### src/pkg/edc_cfg.svh
// timing and field constants of the edo page-mode dram controller
`ifndef EDC_CFG_SVH
`define EDC_CFG_SVH
`define EDC_CLK_NS        8
`define EDC_WAKE_US       200
`define EDC_WAKE_CYC      ((`EDC_WAKE_US * 1000) / `EDC_CLK_NS)
`define EDC_WAKE_REFS     4'h8
`define EDC_REF_MS        16
`define EDC_REF_ROWS      1024
`define EDC_REF_INT_CYC   (((`EDC_REF_MS * 1000000) / `EDC_REF_ROWS) / `EDC_CLK_NS)
`define EDC_T_RP_NS       40
`define EDC_T_RP_CYC      ((`EDC_T_RP_NS + `EDC_CLK_NS - 1) / `EDC_CLK_NS)
`define EDC_T_RAS_NS      60
`define EDC_T_RAS_CYC     ((`EDC_T_RAS_NS + `EDC_CLK_NS - 1) / `EDC_CLK_NS)
`define EDC_T_RCD_NS      14
`define EDC_T_RCD_CYC     ((`EDC_T_RCD_NS + `EDC_CLK_NS - 1) / `EDC_CLK_NS)
`define EDC_T_CAS_NS      15
`define EDC_T_CAS_CYC     ((`EDC_T_CAS_NS + `EDC_CLK_NS - 1) / `EDC_CLK_NS)
`define EDC_T_CP_NS       10
`define EDC_T_CP_CYC      ((`EDC_T_CP_NS + `EDC_CLK_NS - 1) / `EDC_CLK_NS)
`define EDC_T_CSR_NS      5
`define EDC_T_CSR_CYC     ((`EDC_T_CSR_NS + `EDC_CLK_NS - 1) / `EDC_CLK_NS)
`define EDC_CNT_W         16
`define EDC_ADDR_W        20
`define EDC_PIN_A_W       10
`define EDC_DATA_W        16
`define EDC_FIFO_DEPTH    8
`define EDC_ROW_LSB       10
`endif

### src/pkg/edc_pkg.sv
// types shared by the dram controller modules
`include "edc_cfg.svh"
package edc_pkg;
  typedef logic [`EDC_CNT_W-1:0]   edc_cnt_t;
  typedef logic [`EDC_ADDR_W-1:0]  edc_addr_t;
  typedef logic [`EDC_PIN_A_W-1:0] edc_pin_a_t;
  typedef logic [`EDC_DATA_W-1:0]  edc_data_t;
  // sequencer states
  typedef enum logic [3:0] {
    EDC_WAKE,
    EDC_IDLE,
    EDC_ROW,
    EDC_COL,
    EDC_CAS_HI,
    EDC_PRECH,
    EDC_CBR_SET,
    EDC_CBR_RAS
  } edc_state_t;
endpackage : edc_pkg

### src/verilog/edc_ctrl.sv
// edo page-mode dram controller: strobes, address mux, refresh, write fifo
// Operation
// - wait 200 us, then eight refreshes
// - repeat wake-up after refresh overrun
// - precharge both strobes to clear output
// - we before cas gives early write; the code drops we in the same cycle as cas
// - read-write needs write delays met
// - late write: gate high, we after cas
// - never tie output gate low permanently
// - falling we is the write command
// - gate high during write keeps outputs open
// - write data timed from cas or we
// - hidden refresh after write keeps we low
// - page cycle time met both edge pairs
// - meet read hold from row or column
// - each column strobe meets pulse width
// - long address delay: address access governs
// - 1024 refreshes every 16 ms
`timescale 1ns/10ps
`include "edc_cfg.svh"
module edc_ctrl
  import edc_pkg::*;
#(
  parameter int WAKE_CYC = `EDC_WAKE_CYC,
  parameter int REF_INT  = `EDC_REF_INT_CYC
) (
  // clock and reset
  input  wire logic              CLK_SYS,
  input  wire logic              SYS_RST,
  // write request stream (address, data, byte enables)
  input  wire logic              WR_VALID,
  output logic                   WR_READY,
  input  wire edc_pkg::edc_addr_t WR_ADDR,
  input  wire edc_pkg::edc_data_t WR_DATA,
  input  wire logic [1:0]        WR_BE,
  // read request and answer
  input  wire logic              RD_VALID,
  output logic                   RD_READY,
  input  wire edc_pkg::edc_addr_t RD_ADDR,
  output logic                   RD_DONE,
  output edc_pkg::edc_data_t     RD_DATA,
  // status
  output logic                   INIT_DONE,
  // dram pins
  output logic                   ROW_STROBE_N,
  output logic                   LOWER_BYTE_COLUMN_STROBE_N,
  output logic                   UPPER_BYTE_COLUMN_STROBE_N,
  output logic                   WRITE_STROBE_N,
  output logic                   OUTPUT_GATE_N,
  output edc_pkg::edc_pin_a_t    MULTIPLEXED_ADDRESS_PINS,
  input  wire edc_pkg::edc_data_t DQ_I,
  output edc_pkg::edc_data_t     DQ_O,
  output logic                   DQ_OE
);
  import edc_pkg::*;

  localparam int FW = `EDC_ADDR_W + `EDC_DATA_W + 2;

  // controller state in one struct, apart from the data pin synchroniser flops
  typedef struct packed {
    edc_state_t st;
    edc_cnt_t   wait_cnt;      // power-up pause counter
    logic [3:0] wake_refs;     // refreshes still owed for wake-up
    logic       ready;         // wake-up complete
    edc_cnt_t   t;             // phase timer
    logic       is_wr;
    logic       is_ref;
    edc_addr_t  addr;
    edc_data_t  wdata;
    logic [1:0] be;
    logic       ras_n;
    logic       lower_byte_column_strobe_n_n;
    logic       upper_byte_column_strobe_n_n;
    logic       we_n;
    logic       oe_n;
    edc_pin_a_t a;
    edc_data_t  dq_o;
    logic       dq_oe;
    edc_data_t  rdata;
    logic       rdone;
  } edc_st_t;
  edc_st_t st_q;
  edc_st_t st_d;

  // synchronised data pins
  edc_data_t dq_s1_q;
  edc_data_t dq_s2_q;

  // fifo and timer wires
  logic                  f_valid;
  logic                  f_ready;
  logic [FW-1:0]         f_data;
  logic                  ref_req;
  logic                  ref_ovr;
  logic                  ref_ack;
  logic                  rd_take;

  // row and column halves of the word address
  function automatic edc_pin_a_t row_of(input edc_addr_t a);
    row_of = a[`EDC_ADDR_W-1:`EDC_ROW_LSB];
  endfunction : row_of
  function automatic edc_pin_a_t col_of(input edc_addr_t a);
    col_of = a[`EDC_ROW_LSB-1:0];
  endfunction : col_of

  // write requests buffered so bursts of up to eight do not stall the source
  edc_fifo #(
    .WIDTH (FW),
    .DEPTH (`EDC_FIFO_DEPTH)
  ) u_wfifo (
    .clk       (CLK_SYS),
    .rst       (SYS_RST),
    .in_valid  (WR_VALID),
    .in_ready  (WR_READY),
    .in_data   ({WR_ADDR, WR_DATA, WR_BE}),
    .out_valid (f_valid),
    .out_ready (f_ready),
    .out_data  (f_data)
  );

  edc_refresh_timer #(
    .INTERVAL (REF_INT)
  ) u_rtimer (
    .clk     (CLK_SYS),
    .rst     (SYS_RST),
    .run     (st_q.ready),
    .ack     (ref_ack),
    .req     (ref_req),
    .overrun (ref_ovr)
  );

  // pin outputs straight from flops
  assign ROW_STROBE_N               = st_q.ras_n;
  assign LOWER_BYTE_COLUMN_STROBE_N = st_q.lower_byte_column_strobe_n_n;
  assign UPPER_BYTE_COLUMN_STROBE_N = st_q.upper_byte_column_strobe_n_n;
  assign WRITE_STROBE_N             = st_q.we_n;
  assign OUTPUT_GATE_N              = st_q.oe_n;
  assign MULTIPLEXED_ADDRESS_PINS   = st_q.a;
  assign DQ_O                       = st_q.dq_o;
  assign DQ_OE                      = st_q.dq_oe;
  assign RD_DATA                    = st_q.rdata;
  assign RD_DONE                    = st_q.rdone;
  assign INIT_DONE                  = st_q.ready;

  // reads win over writes only when no refresh is owed
  assign rd_take  = (st_q.st == EDC_IDLE) && st_q.ready && !ref_req && RD_VALID;
  assign RD_READY = rd_take;
  assign f_ready  = (st_q.st == EDC_IDLE) && st_q.ready && !ref_req && !RD_VALID;
  assign ref_ack  = (st_q.st == EDC_IDLE) && ref_req && st_q.ready;

  // data pin synchroniser, second flop alone feeds the capture
  always_ff @(posedge CLK_SYS or posedge SYS_RST)
  begin
    if (SYS_RST)
    begin
      dq_s1_q <= '0;
      dq_s2_q <= '0;
    end
    else
    begin
      dq_s1_q <= DQ_I;
      dq_s2_q <= dq_s1_q;
    end
  end

  // sequencer next state
  always_comb
  begin
    st_d       = st_q;
    st_d.rdone = 1'b0;
    st_d.t     = (st_q.t != '0) ? st_q.t - 1'b1 : '0;
    unique case (st_q.st)
      EDC_WAKE:
      begin
        if (st_q.wait_cnt == edc_cnt_t'(WAKE_CYC - 1))
        begin
          st_d.st        = EDC_IDLE;
          st_d.wake_refs = `EDC_WAKE_REFS;
        end
        else
          st_d.wait_cnt = st_q.wait_cnt + 1'b1;
      end
      EDC_IDLE:
      begin
        // overrun drops back into the wake-up refreshes
        if (ref_ovr)
        begin
          st_d.ready     = 1'b0;
          st_d.wake_refs = `EDC_WAKE_REFS;
        end
        else if (!st_q.ready || ref_req)
        begin
          // refresh only from idle, never hidden
          st_d.is_ref = 1'b1;
          st_d.lower_byte_column_strobe_n_n = 1'b0;
          st_d.upper_byte_column_strobe_n_n = 1'b0;
          st_d.t      = edc_cnt_t'(`EDC_T_CSR_CYC);
          st_d.st     = EDC_CBR_SET;
        end
        else if (rd_take || f_valid)
        begin
          st_d.is_ref = 1'b0;
          st_d.is_wr  = !rd_take;
          st_d.addr   = rd_take ? RD_ADDR : f_data[FW-1 -: `EDC_ADDR_W];
          st_d.wdata  = f_data[2 +: `EDC_DATA_W];
          st_d.be     = rd_take ? 2'h3 : f_data[1:0];
          // row half on the pins at row strobe fall
          st_d.a      = row_of(st_d.addr);
          st_d.ras_n  = 1'b0;
          st_d.t      = edc_cnt_t'(`EDC_T_RCD_CYC);
          st_d.st     = EDC_ROW;
        end
      end
      EDC_ROW:
      begin
        // column half set up two cycles ahead of the column strobe
        // column address leads cas
        st_d.a = col_of(st_q.addr);
        if (st_q.t == '0)
        begin
          if (st_q.is_wr)
          begin
            // no late write, we with cas
            // write strobe falls with the column strobe: early write
            // the falling write strobe is the command
            st_d.we_n  = 1'b0;
            // data driven in the same cycle the column strobe falls
            st_d.dq_o  = st_q.wdata;
            st_d.dq_oe = 1'b1;
            st_d.oe_n  = 1'b1;
          end
          else
          begin
            st_d.oe_n = 1'b0;
          end
          // byte lanes follow the strobe pair
          st_d.lower_byte_column_strobe_n_n = !st_q.be[0];
          st_d.upper_byte_column_strobe_n_n = !st_q.be[1];
          st_d.t      = edc_cnt_t'(`EDC_T_CAS_CYC);
          st_d.st     = EDC_COL;
        end
      end
      EDC_COL:
      begin
        // each low column strobe held the full pulse width
        if (st_q.t == '0)
        begin
          if (!st_q.is_wr)
          begin
            st_d.rdata = dq_s2_q;
            st_d.rdone = 1'b1;
          end
          // read hold: write strobe stays high past cas rise
          st_d.lower_byte_column_strobe_n_n = 1'b1;
          st_d.upper_byte_column_strobe_n_n = 1'b1;
          st_d.we_n   = 1'b1;
          st_d.oe_n   = 1'b1;
          st_d.dq_oe  = 1'b0;
          st_d.t      = edc_cnt_t'(`EDC_T_RAS_CYC);
          st_d.st     = EDC_CAS_HI;
        end
      end
      EDC_CAS_HI:
      begin
        // column precharge before the row strobe rises
        if (st_q.t == '0)
        begin
          st_d.ras_n = 1'b1;
          st_d.t     = edc_cnt_t'(`EDC_T_RP_CYC);
          st_d.st    = EDC_PRECH;
        end
      end
      EDC_CBR_SET:
      begin
        if (st_q.t == '0)
        begin
          st_d.ras_n = 1'b0;
          st_d.t     = edc_cnt_t'(`EDC_T_RAS_CYC);
          st_d.st    = EDC_CBR_RAS;
        end
      end
      EDC_CBR_RAS:
      begin
        if (st_q.t == '0)
        begin
          // both strobes high to clear the output buffer
          st_d.ras_n  = 1'b1;
          st_d.lower_byte_column_strobe_n_n = 1'b1;
          st_d.upper_byte_column_strobe_n_n = 1'b1;
          st_d.t      = edc_cnt_t'(`EDC_T_RP_CYC);
          st_d.st     = EDC_PRECH;
          if (!st_q.ready)
          begin
            st_d.wake_refs = st_q.wake_refs - 4'h1;
            if (st_q.wake_refs == 4'h1)
              st_d.ready = 1'b1;
          end
        end
      end
      EDC_PRECH:
      begin
        if (st_q.t == '0)
          st_d.st = EDC_IDLE;
      end
      default:
        st_d.st = EDC_IDLE;
    endcase
  end

  // register, strobe and gate pins idle high after reset
  always_ff @(posedge CLK_SYS or posedge SYS_RST)
  begin
    if (SYS_RST)
    begin
      st_q        <= '0;
      st_q.st     <= EDC_WAKE;
      st_q.ras_n  <= 1'b1;
      st_q.lower_byte_column_strobe_n_n <= 1'b1;
      st_q.upper_byte_column_strobe_n_n <= 1'b1;
      st_q.we_n   <= 1'b1;
      st_q.oe_n   <= 1'b1;
    end
    else
      st_q <= st_d;
  end
endmodule : edc_ctrl

### src/verilog/edc_fifo.sv
// small flop fifo with valid and ready on both sides
`timescale 1ns/10ps
module edc_fifo #(
  parameter int WIDTH = 16,
  parameter int DEPTH = 8
) (
  // clock and reset
  input  wire logic             clk,
  input  wire logic             rst,
  // fill side
  input  wire logic             in_valid,
  output logic                  in_ready,
  input  wire logic [WIDTH-1:0] in_data,
  // drain side
  output logic                  out_valid,
  input  wire logic             out_ready,
  output logic [WIDTH-1:0]      out_data
);
  localparam int AW = $clog2(DEPTH);
  // whole state in one struct
  typedef struct packed {
    logic [DEPTH-1:0][WIDTH-1:0] mem;
    logic [AW-1:0]               wr;
    logic [AW-1:0]               rd;
    logic [AW:0]                 cnt;
  } edc_fifo_st_t;
  edc_fifo_st_t st_q;
  edc_fifo_st_t st_d;
  logic push;
  logic pop;

  // handshake terms, full and empty straight from count
  assign in_ready  = (st_q.cnt != (AW+1)'(DEPTH));
  assign out_valid = (st_q.cnt != '0);
  assign out_data  = st_q.mem[st_q.rd];
  assign push      = in_valid && in_ready;
  assign pop       = out_valid && out_ready;

  // next state
  always_comb
  begin
    st_d = st_q;
    if (push)
    begin
      st_d.mem[st_q.wr] = in_data;
      st_d.wr = (st_q.wr == AW'(DEPTH-1)) ? '0 : st_q.wr + 1'b1;
    end
    if (pop)
      st_d.rd = (st_q.rd == AW'(DEPTH-1)) ? '0 : st_q.rd + 1'b1;
    st_d.cnt = st_q.cnt + (AW+1)'(push) - (AW+1)'(pop);
  end

  // register
  always_ff @(posedge clk or posedge rst)
  begin
    if (rst)
      st_q <= '0;
    else
      st_q <= st_d;
  end
endmodule : edc_fifo

### src/verilog/edc_refresh_timer.sv
// periodic refresh request timer, queues up to three owed refreshes, flags overrun
`timescale 1ns/10ps
`include "edc_cfg.svh"
module edc_refresh_timer
  import edc_pkg::*;
#(
  parameter int INTERVAL = `EDC_REF_INT_CYC
) (
  // clock and reset
  input  wire logic clk,
  input  wire logic rst,
  // control
  input  wire logic run,
  input  wire logic ack,
  // status
  output logic      req,
  output logic      overrun
);
  // whole state in one struct
  typedef struct packed {
    edc_cnt_t   cnt;
    logic [1:0] pend;
    logic       ovr;
  } edc_rt_st_t;
  edc_rt_st_t st_q;
  edc_rt_st_t st_d;

  assign req     = (st_q.pend != 2'h0);
  assign overrun = st_q.ovr;

  // count interval, queue owed refreshes; ack counted before a new tick
  always_comb
  begin
    st_d = st_q;
    if (ack && st_q.pend != 2'h0)
      st_d.pend = st_q.pend - 2'h1;
    if (run)
    begin
      if (st_q.cnt == edc_cnt_t'(INTERVAL - 1))
      begin
        st_d.cnt = '0;
        // a fourth owed refresh means the period was overrun
        if (st_d.pend == 2'h3)
          st_d.ovr = 1'b1;
        else
          st_d.pend = st_d.pend + 2'h1;
      end
      else
        st_d.cnt = st_q.cnt + 1'b1;
    end
    else
    begin
      st_d.cnt  = '0;
      st_d.pend = 2'h0;
      st_d.ovr  = 1'b0;
    end
  end

  // register
  always_ff @(posedge clk or posedge rst)
  begin
    if (rst)
      st_q <= '0;
    else
      st_q <= st_d;
  end
endmodule : edc_refresh_timer

### config.mk
export PLATFORM = sky130hd
export DESIGN_NAME = edc_ctrl
export DESIGN_NICKNAME = d
export VERILOG_FILES = /design/src/pkg/edc_pkg.sv /design/src/verilog/edc_ctrl.sv /design/src/verilog/edc_fifo.sv /design/src/verilog/edc_refresh_timer.sv
export VERILOG_INCLUDE_DIRS = /design/src /design/src/pkg
export SDC_FILE = /design/constraint.sdc
export NUM_CORES = 1
export LEC_CHECK = 0
export BUFFER_PORTS_ARGS = -buffer_cell sky130_fd_sc_hd__buf_2
export CORE_MARGIN = 2
export CORE_UTILIZATION = 45
export CTS_CLUSTER_DIAMETER = 30
export CTS_CLUSTER_SIZE = 16
export DETAILED_ROUTE_END_ITERATION = 6
export PLACE_DENSITY = 0.6
export SYNTH_ARGS = -nofsm -noshare
export SYNTH_HDL_FRONTEND = slang
export SYNTH_SLANG_ARGS = --single-unit
### constraint.sdc
create_clock -name CLK_SYS -period 23.9 [get_ports CLK_SYS]
set_clock_uncertainty 0.05 [all_clocks]
set_input_delay 4.78 -clock CLK_SYS [delete_from_list [all_inputs] [get_ports CLK_SYS]]
set_output_delay 4.78 -clock CLK_SYS [all_outputs]
set_load 0.01 [all_outputs]
**After elaboration in Yosys (flattened, before gate mapping)**

Index checks and enable logic that the tools add are counted.

- Bitwise gates (word level): 4
- Equal/unequal tests: 32
- Magnitude comparators: 3
- Multiplexer cells: 64
- Reduce and logical (&&, ||, !) cells: 46
- Add/subtract/negate cells: 10

Operators with widths:

| cell | number |
|---|---|
| $bwmux 304 | 1 |
| $bmux 38 s3 | 1 |
| $demux 38 s3 | 1 |
| $mux 16 | 6 |
| $pmux 16 s5 | 1 |
| $mux 38 | 2 |
| $mux 59 | 1 |
| $mux 57 | 1 |
| $mux 4 | 12 |
| $mux 39 | 1 |
| $add 16x1->16 const B | 2 |
| $mux 10 | 3 |
| $pmux 4 s7 | 1 |
| $ne 2x2->1 const B | 11 |
| $mux 21 | 1 |
| $mux 20 | 1 |
| $pmux 10 s2 | 1 |
| $mux 19 | 1 |
| $mux 18 | 1 |
| $mux 17 | 1 |
| $eq 16x11->1 const B | 1 |
| $eq 16x15->1 const B | 1 |
| $eq 4x3->1 const B | 4 |
| $logic_not 16->1 | 1 |
| other kinds (42) | 102 |

- Input port bits: 78
- Output and inout port bits: 52
- Flip-flop bits (word level): 495

**Longest topological paths before layout**

Gate-level depths: netlist of the first run.

- Depth in word-level cells: 9
- Mapped depth: 10

**Modules after synthesis**

From an unflattened synthesis of the first run, not the netlist that was laid out.

- Cell total of the unflattened synthesis: 1509
- Area total of the unflattened synthesis: 21844.7 um^2

Modules (own cells, without submodules):

| module | sequential area each (um^2) | area an instance (um^2) | cells each | instances |
|---|---|---|---|---|
| edc_fifo | 7857.5 | 14365.0 | 835 | 1 |
| edc_ctrl | 3759.9 | 6496.2 | 575 | 1 |
| edc_refresh_timer | 475.5 | 983.4 | 99 | 1 |

**Worst setup path after synthesis of the first run**

Ideal clock, no wire load.

- Kind: input to output
- From: input port RD_VALID
- To: output port RD_READY
- Required time: 19.070 ns
- Setup slack: 13.839 ns
- Path buffers: 1
- Cell stages on the path: 3
- Arrival: 5.231 ns
- Path through: nand2_1 -> inv_1 -> clkbuf_1

- Word-level cells in the longest chain between the ends: 1

RTL lines:

| item | line | RTL |
|---|---|---|
| from (decl) | edc_ctrl.sv:37 | `input wire logic RD_VALID,` |
| $logic_and 1x1->1 | edc_ctrl.sv:146 | `assign rd_take = (st_q.st == EDC_IDLE) && st_q.ready && !ref_req && RD_VALID;` |
| to (decl) | edc_ctrl.sv:38 | `output logic RD_READY,` |

Every way passes these cells.

**Worst setup path in the final report of the first run**

Ends and elaborated chain as after synthesis.

==> impl_metrics.toml, run 1 <==
[floorplanning]
die_area_um2 = 49500
die_height_um = 222
initial_utilization = 0.452
rows = 80
dieWidth_um = 222
core_um2 = 47400
ios = 130

[status]
status = "complete, no violations"

[clock_tree]
ctsHoldBuffers = 0
clk_pin_slew_ns = 0.05
cts.repair.resized = 0
cts_sinks = 483
clock_latency_ns = 0.62
ctsRootBufferMaster = "clkbuf_16"
cts_setup_buffers = 0
cts_tree = "done"
numCtsBuffers = 106
clockBufferDepth = 3
htreeDepth = 3

[timing]
post-route-min-period_ns = 11.44
fin_tns_setup_ns = 0
relSlewSlack = 0.239
worst_pin_slew_ns = 1.14
rsz0062_at_grt = "false"
setup_violations = 0
fmax_ghz = 0.0874
fin_crit_sh = 0.479
timing_hold_violations_final = 0
finalMaxSlewViolations = 0

[synth]
avgSynthCellArea_um2 = 14.1
synthArstFlopShare = 1.00
synthFlopType = "dfrtp_1"
yosys.area.top_type_share = 0.557
yosysWarnings = 0
synth_edf_count = 0
synth_area_leaders = "dfrtp_1 56%, mux2_2 18%, mux4_2 8.0%"
ys_seq_area_frac = 0.563
synth.distinct_cells = 60
yosys.area.top_type = "dfrtp_1"
syn_area_um2 = 21500
syn_inst = 1521
ys_seq_elements = 483
synth_nets = 1618

[power_and_ir_drop]
total_leakage_power_nw = 11.6
ir_drop_mv = 0.0557
powerDensity_nw_per_um2 = 126
power_w = 0.00331

[setup_path]
crit_path_cell_trace = "buf_2 -> nand2_1 -> inv_1 -> buf_2"
critPathKind = "primary input to output port"
startpoint_type = "primary input"
crit_top_cell = "buf_2"
crit_slowest_cell = "inv_1"
worstPathArrival_ns = 6.61
cp.required_ns = 19.07
path_max_fanout = 22
end_kind = "output port"
slowest_delay_ns = 0.65

[grt]
antenna_found_initial = 6
track_usage = 0.197
overflow = 0
grt_pass1_wl_mm = 76.7
grt_max_degree = 133
grt_pass1_vias = 13800

[drt]
first_pass_iters = 5
vias = 12700
drc_errors = 0
routedWlPerCell_um = 20.1
first_iter_violations = 797
wirelength_mm = 47.1
drt-vias-per-instance = 5.42
postRouteAntennaNets = 0

[min_path]
hp-class = "flop to flop"

[flow_run]
maxCapViolCount = 0

[layout]
final_core_util = 0.552
post-route-cell-area_um2 = 26200
drive_gt1_frac = 0.448
final_nets = 1745
areaGrowthSynthToFinish_pct = 22.1

[placed_design]
port_buffers = 129
placed_area_um2 = 22400
dp.final_hpwl_mm = 26.9
place.gp.congestion = 0.791
layout by cell type, fill, tap and decap left out, drive strengths merged, types with 18 or more instances in the layout:
| master | n |
|---|---|
| inv | 31 |
| nor2 | 81 |
| xnor2 | 25 |
| xor2 | 21 |
| clkbuf | 139 |
| clkinv | 20 |
| mux2i | 27 |
| mux4 | 76 |
| ha | 18 |
| a21oi | 25 |
| nand2 | 65 |
| buf | 145 |
| o21ai | 23 |
| nand3 | 21 |
| mux2 | 351 |
| dfrtp | 478 |
| a31oi | 18 |
| bufinv | 18 |
cell families after synthesis:
family / after synthesis / synth area share
xor+xnor: 46 / 0.0188
flops: 483 / 0.563
fa+ha+maj: 19 / 0.0114
mux: 454 / 0.278
simple gates: 259 / 0.0610
buf+inv: 149 / 0.0350
compound gates: 111 / 0.0322
state kept, by name, summed over array words and instances (netlist names), 10 cells and up:
signal	flops
DQ_O	16
u_rtimer.st_q	18
u_wfifo.st_q	314
dq_s1_q	16
st_q	68
dq_s2_q	16
MULTIPLEXED_ADDRESS_PINS	10
RD_DATA	16
worst max-delay path: cells and delay by family:
kind                   cells  cell delay, ns
AND/OR/NAND/NOR            1            0.63
buffers and inverters      3            1.18
worst paths after layout:
kind	start	to	slack (ns)	depth (start not counted)
worst max-delay path	RD_VALID	RD_READY	12.46	4
worst min-delay path	dq_s1_q[15]	dq_s2_q[15]	0.29	0
worst max register to register	st_q[126]	u_wfifo.st_q[2]	20.45	7
worst min register to register	dq_s1_q[15]	dq_s2_q[15]	0.29	0
max in group asynchronous	SYS_RST	u_wfifo.st_q[90]	16.46	5
min in group asynchronous	SYS_RST	st_q[73]	4.33	2
power breakdown:
part           leakage [nW]  total [W]  switching, W  internal, W
logic                  3.86   0.000570      0.000207     0.000363
registers              5.93    0.00122      0.000132      0.00109
clock network          1.85    0.00152      0.000452      0.00107
Yosys cell counts, types with 3 or more instances:
library cell / instances
a211oi_1: 12
a21o_1: 3
a21oi_1: 25
a22o_1: 4
a31oi_1: 18
and2_1: 3
and3_1: 6
and4_1: 4
buf_1: 19
buf_2: 21
buf_4: 42
clkbuf_1: 43
dfrtp_1: 478
dfstp_2: 5
ha_1: 18
inv_1: 22
mux2_2: 341
mux2_4: 10
mux2i_1: 27
mux4_2: 76
nand2_1: 65
nand2b_1: 4
nand3_1: 20
nand3b_1: 3
nand4_1: 7
nand4b_1: 3
nor2_1: 80
nor2b_1: 14
nor3_1: 14
nor4_1: 12
nor4b_1: 4
o21ai_0: 23
o22ai_1: 11
o31ai_1: 3
or4_1: 4
xnor2_1: 25
xor2_1: 21
through the flow:
stage	hold WS, ns	cells	setup WS, ns
after floorplan	0.281	1521	5.60
final	0.295	2350	12.46
after global placement	0.284	2155	12.49
after global routing	0.301	2348	12.33
after detailed placement	0.285	2155	12.41
after CTS	0.293	2348	12.40
final cells by class:
class	count	area, um2
Clock buffer	139	2990
Timing Repair Buffer	145	766
Inverter	23	93.8
Fill cell	3887	21200
Clock inverter	54	818
Tap cell	615	769
Multi-Input combinational cell	889	8660
Antenna cell	2	5.00
Sequential cell	483	12100
per-layer routing:
metal	vias to the layer above	share of wire	routed length (um)	GRT usage
met3	73	0.048	2260	0.0459
met5	-	0.0010	48	0
li1	5781	-	-	-
met1	6632	0.44	20900	0.260
met2	234	0.49	23000	0.323
met4	8	0.019	901	0.0669
Note: power is estimated with default switching activity, not from simulation.
==> run 2, diff against run 1 <==
--- a/config.mk
+++ b/config.mk
@@ -6,13 +6,14 @@
 export SDC_FILE = /design/constraint.sdc
 export NUM_CORES = 1
 export LEC_CHECK = 0
+export ABC_AREA = 1
 export BUFFER_PORTS_ARGS = -buffer_cell sky130_fd_sc_hd__buf_2
 export CORE_MARGIN = 2
 export CORE_UTILIZATION = 45
 export CTS_CLUSTER_DIAMETER = 30
 export CTS_CLUSTER_SIZE = 16
 export DETAILED_ROUTE_END_ITERATION = 6
-export PLACE_DENSITY = 0.6
+export PLACE_DENSITY = 0.62
 export SYNTH_ARGS = -nofsm -noshare
 export SYNTH_HDL_FRONTEND = slang
 export SYNTH_SLANG_ARGS = --single-unit
==> constraint.sdc (replaced) <==
create_clock -name CLK_SYS -period 9.6 [get_ports CLK_SYS]
set_clock_uncertainty 0.05 [all_clocks]
set_input_delay 1.92 -clock CLK_SYS [delete_from_list [all_inputs] [get_ports CLK_SYS]]
set_output_delay 1.92 -clock CLK_SYS [all_outputs]
set_load 0.01 [all_outputs]
==> impl_metrics.toml, run 2 <==
[status]
status = "complete, no violations"

[clock_tree]
ctsHoldBuffers = 0
cts.repair.resized = 0
ctsRootBufferMaster = "clkbuf_16"
cts_tree = "done"
cts_sinks = 483
cts_setup_buffers = 0
numCtsBuffers = 102
clockBufferDepth = 3
clk_pin_slew_ns = 0.06
clock_latency_ns = 0.64
htreeDepth = 3

[floorplanning]
dieWidth_um = 226
die_height_um = 226
die_area_um2 = 50900
rows = 81
initial_utilization = 0.453
ios = 130
core_um2 = 48700

[synth]
ys_seq_area_frac = 0.547
yosys.area.top_type = "dfrtp_1"
synth_nets = 2746
ys_seq_elements = 483
synthFlopType = "dfrtp_1"
avgSynthCellArea_um2 = 8.34
yosysMostFrequentCell = "nand2_1"
syn_inst = 2649
yosys.area.top_type_share = 0.541
synth_edf_count = 0
synthArstFlopShare = 1.00
syn_area_um2 = 22100
synth_commonest_cells = "658 x nand2_1, 496 x o21ai_0, 478 x dfrtp_1, 295 x nor2_1, 197 x inv_1"
yosysWarnings = 0
synth_area_leaders = "dfrtp_1 54%, o21ai_0 11%, nand2_1 11%"
synth.distinct_cells = 45

[layout]
multiInputGateArea_um2 = 8290
areaGrowthSynthToFinish_pct = 20.2
final_common_cell = "nand2_1"
largest_reg_flops = 314
largestRegisters = "u_wfifo.st_q x314, st_q x68, u_rtimer.st_q x18"
antenna_cells = 0
nFillCells = 4376
layout.cells.non_filler = 3464
drive_gt1_frac = 0.129
layout_common_cells = "658 x nand2_1, 496 x o21ai_0, 476 x dfrtp_1, 295 x nor2_1, 195 x inv_1"
final_nets = 2813
seq_area_um2 = 12100
regMostFlops = "u_wfifo.st_q"

[power_and_ir_drop]
p_clk_frac = 0.475
ir_drop_mv = 0.171
sw_frac_of_total = 0.283
total_leakage_power_nw = 12.9
power_w = 0.00792
powerDensity_nw_per_um2 = 298
intPower_w = 0.00568
p_sw_w = 0.00224
comb_power_share = 0.148
sequentialPowerShare = 0.376

[grt]
overflow = 0
grt_pass1_vias = 17600
grt_pass1_wl_mm = 92.1
grt_max_degree = 181
track_usage = 0.228
antenna_found_initial = 1

[drt]
drc_errors = 0
vias = 17900
first_pass_iters = 5
routedWlPerCell_um = 16.4
first_iter_violations = 1633
wirelength_mm = 56.9
drt-vias-per-instance = 5.18
postRouteAntennaNets = 0

[setup_path]
r2r-end = "st_q[51]"
r2r_setup_slack_ns = 6.29
cp.required_ns = 7.63
slowest_delay_ns = 0.81
crit_path_cell_trace = "buf_2 -> nand3_2 -> inv_1 -> buf_2"
crit_slowest_cell = "nand3_2"
end_kind = "output port"
timing.rr.start = "INIT_DONE"
path_max_fanout = 35
startpoint_type = "primary input"
worstPathArrival_ns = 3.50
r2r_cells = 8
crit_top_cell = "buf_2"
critPathKind = "primary input to output port"

[timing]
holdWs_ns = 0.302
timing_hold_violations_final = 0
fin_crit_sh = 0.570
fin_tns_setup_ns = 0
finalMaxSlewViolations = 0
fmax_ghz = 0.183
rsz0062_at_grt = "false"
worst_pin_slew_ns = 1.14
setup_violations = 0
post-route-min-period_ns = 5.47
relSlewSlack = 0.239

[min_path]
hp-class = "flop to flop"
min_to = "dq_s2_q[5]"
hold_path_depth = 0
hold_start = "dq_s1_q[5]"

[placed_design]
place.gp.congestion = 0.891
dp.final_hpwl_mm = 32.0
placedCellCount = 3276
port_buffers = 129

[flow_run]
maxCapViolCount = 0
[run 2: cell count changes after synthesis, moves of 51 or more]
cell,change
inv_1,+175
o211ai_1,+51
nand2_1,+593
nand3_1,+96
mux2_2,-341
o21ai_0,+473
mux4_2,-76
nor2_1,+215
[run 2: cell families after synthesis]
family,count (synthesis),share of synthesized area
compound gates,579,0.139
fa+ha+maj,19,0.0111
flops,483,0.547
simple gates,1142,0.210
xor+xnor,36,0.0143
buf+inv,390,0.0775
[run 2: area by class of cell]
cell class	instances	area share
Clock buffer	128	0.106
Clock inverter	60	0.0350
Tap cell	664	0.0313
Timing Repair Buffer	150	0.0307
Sequential cell	483	0.456
Inverter	203	0.0291
Multi-Input combinational cell	1776	0.312
[run 2: stage by stage]
stage | utilization | instance area (um2) | setup WS (ns)
3_5_place_dp | 0.468 | 22800 | 4.10
2_1_floorplan | - | 22100 | 1.09
5_1_grt | 0.545 | 26600 | 4.04
6_report | 0.545 | 26600 | 4.13
4_1_cts | 0.545 | 26600 | 4.10
3_3_place_gp | 0.468 | 22800 | 4.18
[run 2: how the worst max path moves through the flow]
stage | from | to | slack [ns] | cells after the start
global route | RD_VALID | RD_READY | 4.04 | 4
global placement | RD_VALID | RD_READY | 4.18 | 4
finish | RD_VALID | RD_READY | 4.13 | 4
detailed placement | RD_VALID | RD_READY | 4.10 | 4
floorplan | SYS_RST | DQ_OE | 1.09 | 1
CTS | RD_VALID | RD_READY | 4.10 | 4
[run 2: critical path, delay by kind of cell]
family                 cells  cell delay (ns)
buffers and inverters      3             0.75
AND/OR/NAND/NOR            1             0.81
[run 2: power groups by stage]
stage                     registers [W]  logic [W]  clock network [W]
after floorplan                 0.00292   0.000919                  0
after global placement          0.00297    0.00112                  0
after detailed placement        0.00299    0.00117                  0
after CTS                       0.00297    0.00118            0.00381
after global routing            0.00305    0.00139            0.00391
final                           0.00298    0.00117            0.00376
[run 2: routing by layer]
layer | global-route usage | wire length, um
met3 | 0.0412 | 3530
met4 | 0.0805 | 1270
met1 | 0.315 | 26000
met2 | 0.361 | 26000
met5 | 0 | 0
==> run 3, diff against run 2 <==
--- a/config.mk
+++ b/config.mk
@@ -13,7 +13,7 @@
 export CTS_CLUSTER_DIAMETER = 30
 export CTS_CLUSTER_SIZE = 16
 export DETAILED_ROUTE_END_ITERATION = 6
-export PLACE_DENSITY = 0.62
+export PLACE_DENSITY = 0.6
 export SYNTH_ARGS = -nofsm -noshare
 export SYNTH_HDL_FRONTEND = slang
 export SYNTH_SLANG_ARGS = --single-unit
==> constraint.sdc (replaced) <==
create_clock -name CLK_SYS -period 5.64 [get_ports CLK_SYS]
set_clock_uncertainty 0.05 [all_clocks]
set_input_delay 1.128 -clock CLK_SYS [delete_from_list [all_inputs] [get_ports CLK_SYS]]
set_output_delay 1.128 -clock CLK_SYS [all_outputs]
set_load 0.01 [all_outputs]
==> impl_metrics.toml, run 3 (synthesis results as in run 2) <==
[status]
status = "complete, no violations"

[layout]
regMostFlops = "u_wfifo.st_q"
final_nets = 2818
areaGrowthSynthToFinish_pct = 20.7
final_core_util = 0.547
largest_reg_flops = 314
layout_common_cells = "658 x nand2_1, 496 x o21ai_0, 476 x dfrtp_1, 295 x nor2_1, 195 x inv_1"
nFillCells = 4432
drive_gt1_frac = 0.134
final_common_cell = "nand2_1"
post-route-cell-area_um2 = 26700
largestRegisters = "u_wfifo.st_q x314, st_q x68, u_rtimer.st_q x18"

[clock_tree]
ctsRootBufferMaster = "clkbuf_16"
cts_setup_buffers = 0
clockBufferDepth = 3
cts_tree = "done"
ctsHoldBuffers = 0
numCtsBuffers = 108
clk_pin_slew_ns = 0.05
htreeDepth = 3
cts_sinks = 483
clock_latency_ns = 0.64
cts.repair.resized = 0

[setup_path]
critPathKind = "flop to output port"
crit_path_cell_trace = "inv_1 -> ha_1 -> nand2_1 -> inv_1 -> nand3_2 -> inv_1 -> buf_2"
slowest_delay_ns = 0.80
crit_top_cell = "inv_1"
r2r_setup_slack_ns = 2.18
r2r-end = "st_q[52]"
crit_slowest_cell = "nand3_2"
cp.required_ns = 4.46
path_max_fanout = 35
startpoint_type = "flop"
startpoint = "u_rtimer.st_q[1]"
worstPathArrival_ns = 2.87
end_kind = "output port"
timing.rr.start = "u_rtimer.st_q[1]"
endpoint = "RD_READY"
r2r_cells = 10

[drt]
postRouteAntennaNets = 0
vias = 17900
wirelength_mm = 56.9
routedWlPerCell_um = 16.3
drt-vias-per-instance = 5.16
first_pass_iters = 5
drc_errors = 0
first_iter_violations = 1481

[power_and_ir_drop]
sw_frac_of_total = 0.283
total_leakage_power_nw = 13.0
ir_drop_mv = 0.287
powerDensity_nw_per_um2 = 508
comb_power_share = 0.147
sequentialPowerShare = 0.374
intPower_w = 0.00971
p_sw_w = 0.00383
p_clk_frac = 0.478

[floorplanning]
core_um2 = 48700
die_height_um = 226
initial_utilization = 0.453
ios = 130
die_area_um2 = 50900
dieWidth_um = 226
rows = 81

[placed_design]
dp.final_hpwl_mm = 32.1
placed_area_um2 = 22800
port_buffers = 129
place.gp.congestion = 0.923

[grt]
grt_pass1_wl_mm = 92.5
overflow = 0
grt_pass1_vias = 17600
track_usage = 0.229
antenna_found_initial = 4
grt_max_degree = 155

[min_path]
hp-class = "flop to flop"

[timing]
setup_violations = 0
rsz0062_at_grt = "false"
finalMaxSlewViolations = 0
worst_pin_slew_ns = 1.13
fin_crit_sh = 0.717
post-route-min-period_ns = 4.04
timing_hold_violations_final = 0
relSlewSlack = 0.249
fmax_ghz = 0.247

[flow_run]
maxCapViolCount = 0
-- run 3: cell count changes in the layout (fill, tap and decap cells not counted), sizes merged --
cell      delta
clkinvlp     +5
clkinv      +11
inv          +1
buf          -1
diode        +1
bufinv       -1
clkbuf       -1
-- run 3: cell type report --
class / count / area, um2 / share of cell area
Antenna cell: 1 / 2.50 / 0.0000939
Clock buffer: 127 / 2880 / 0.108
Clock inverter: 76 / 961 / 0.0360
Inverter: 203 / 774 / 0.0291
Multi-Input combinational cell: 1776 / 8290 / 0.311
Sequential cell: 483 / 12100 / 0.454
Tap cell: 664 / 831 / 0.0312
Timing Repair Buffer: 149 / 821 / 0.0308
-- run 3: metrics by stage --
stage / hold slack (ns) / TNS, ns / total power, W / setup slack (ns) / std cells
after global placement: 0.282 / 0 / 0.00697 / 1.78 / 3275
after global routing: 0.298 / 0 / 0.0143 / 1.41 / 3478
final: 0.291 / 0 / 0.0135 / 1.60 / 3479
after detailed placement: 0.285 / 0 / 0.00709 / 1.66 / 3275
after CTS: 0.296 / 0 / 0.0137 / 1.56 / 3478
after floorplan: 0.281 / -995.83 / 0.00653 / -2.08 / 2649
-- run 3: worst min path at each step --
stage	start	end	slack [ns]	cells past startpoint
3_3_place_gp	dq_s1_q[1]	dq_s2_q[1]	0.28	0
4_1_cts	dq_s1_q[4]	dq_s2_q[4]	0.30	0
2_1_floorplan	dq_s1_q[0]	dq_s2_q[0]	0.28	0
5_1_grt	dq_s1_q[2]	dq_s2_q[2]	0.30	0
6_report	dq_s1_q[1]	dq_s2_q[1]	0.29	0
3_5_place_dp	dq_s1_q[4]	dq_s2_q[4]	0.28	0
-- run 3: metal layers --
layer,track usage,vias up,wire [um]
met4,0.0814,4,1120
met3,0.0447,85,3400
met2,0.361,486,26000
met5,0,-,24
met1,0.317,8656,26400
li1,-,8706,-
-- run 3: critical path: cells and delay by family, from the launching register on --
family                     cells  cell delay (ns)
buffers and inverters          4             0.75
adders and majority gates      1             0.16
and+or+nand+nor                2             0.94
DFF                            1             0.37
-- run 3: power by group through the flow --
stage / logic, W / registers (W) / clock network, W
floorplan: 0.00156 / 0.00497 / 0
global placement: 0.00193 / 0.00504 / 0
detailed placement: 0.00201 / 0.00508 / 0
CTS: 0.00203 / 0.00505 / 0.00658
global route: 0.00238 / 0.00519 / 0.00677
finish: 0.00200 / 0.00507 / 0.00648
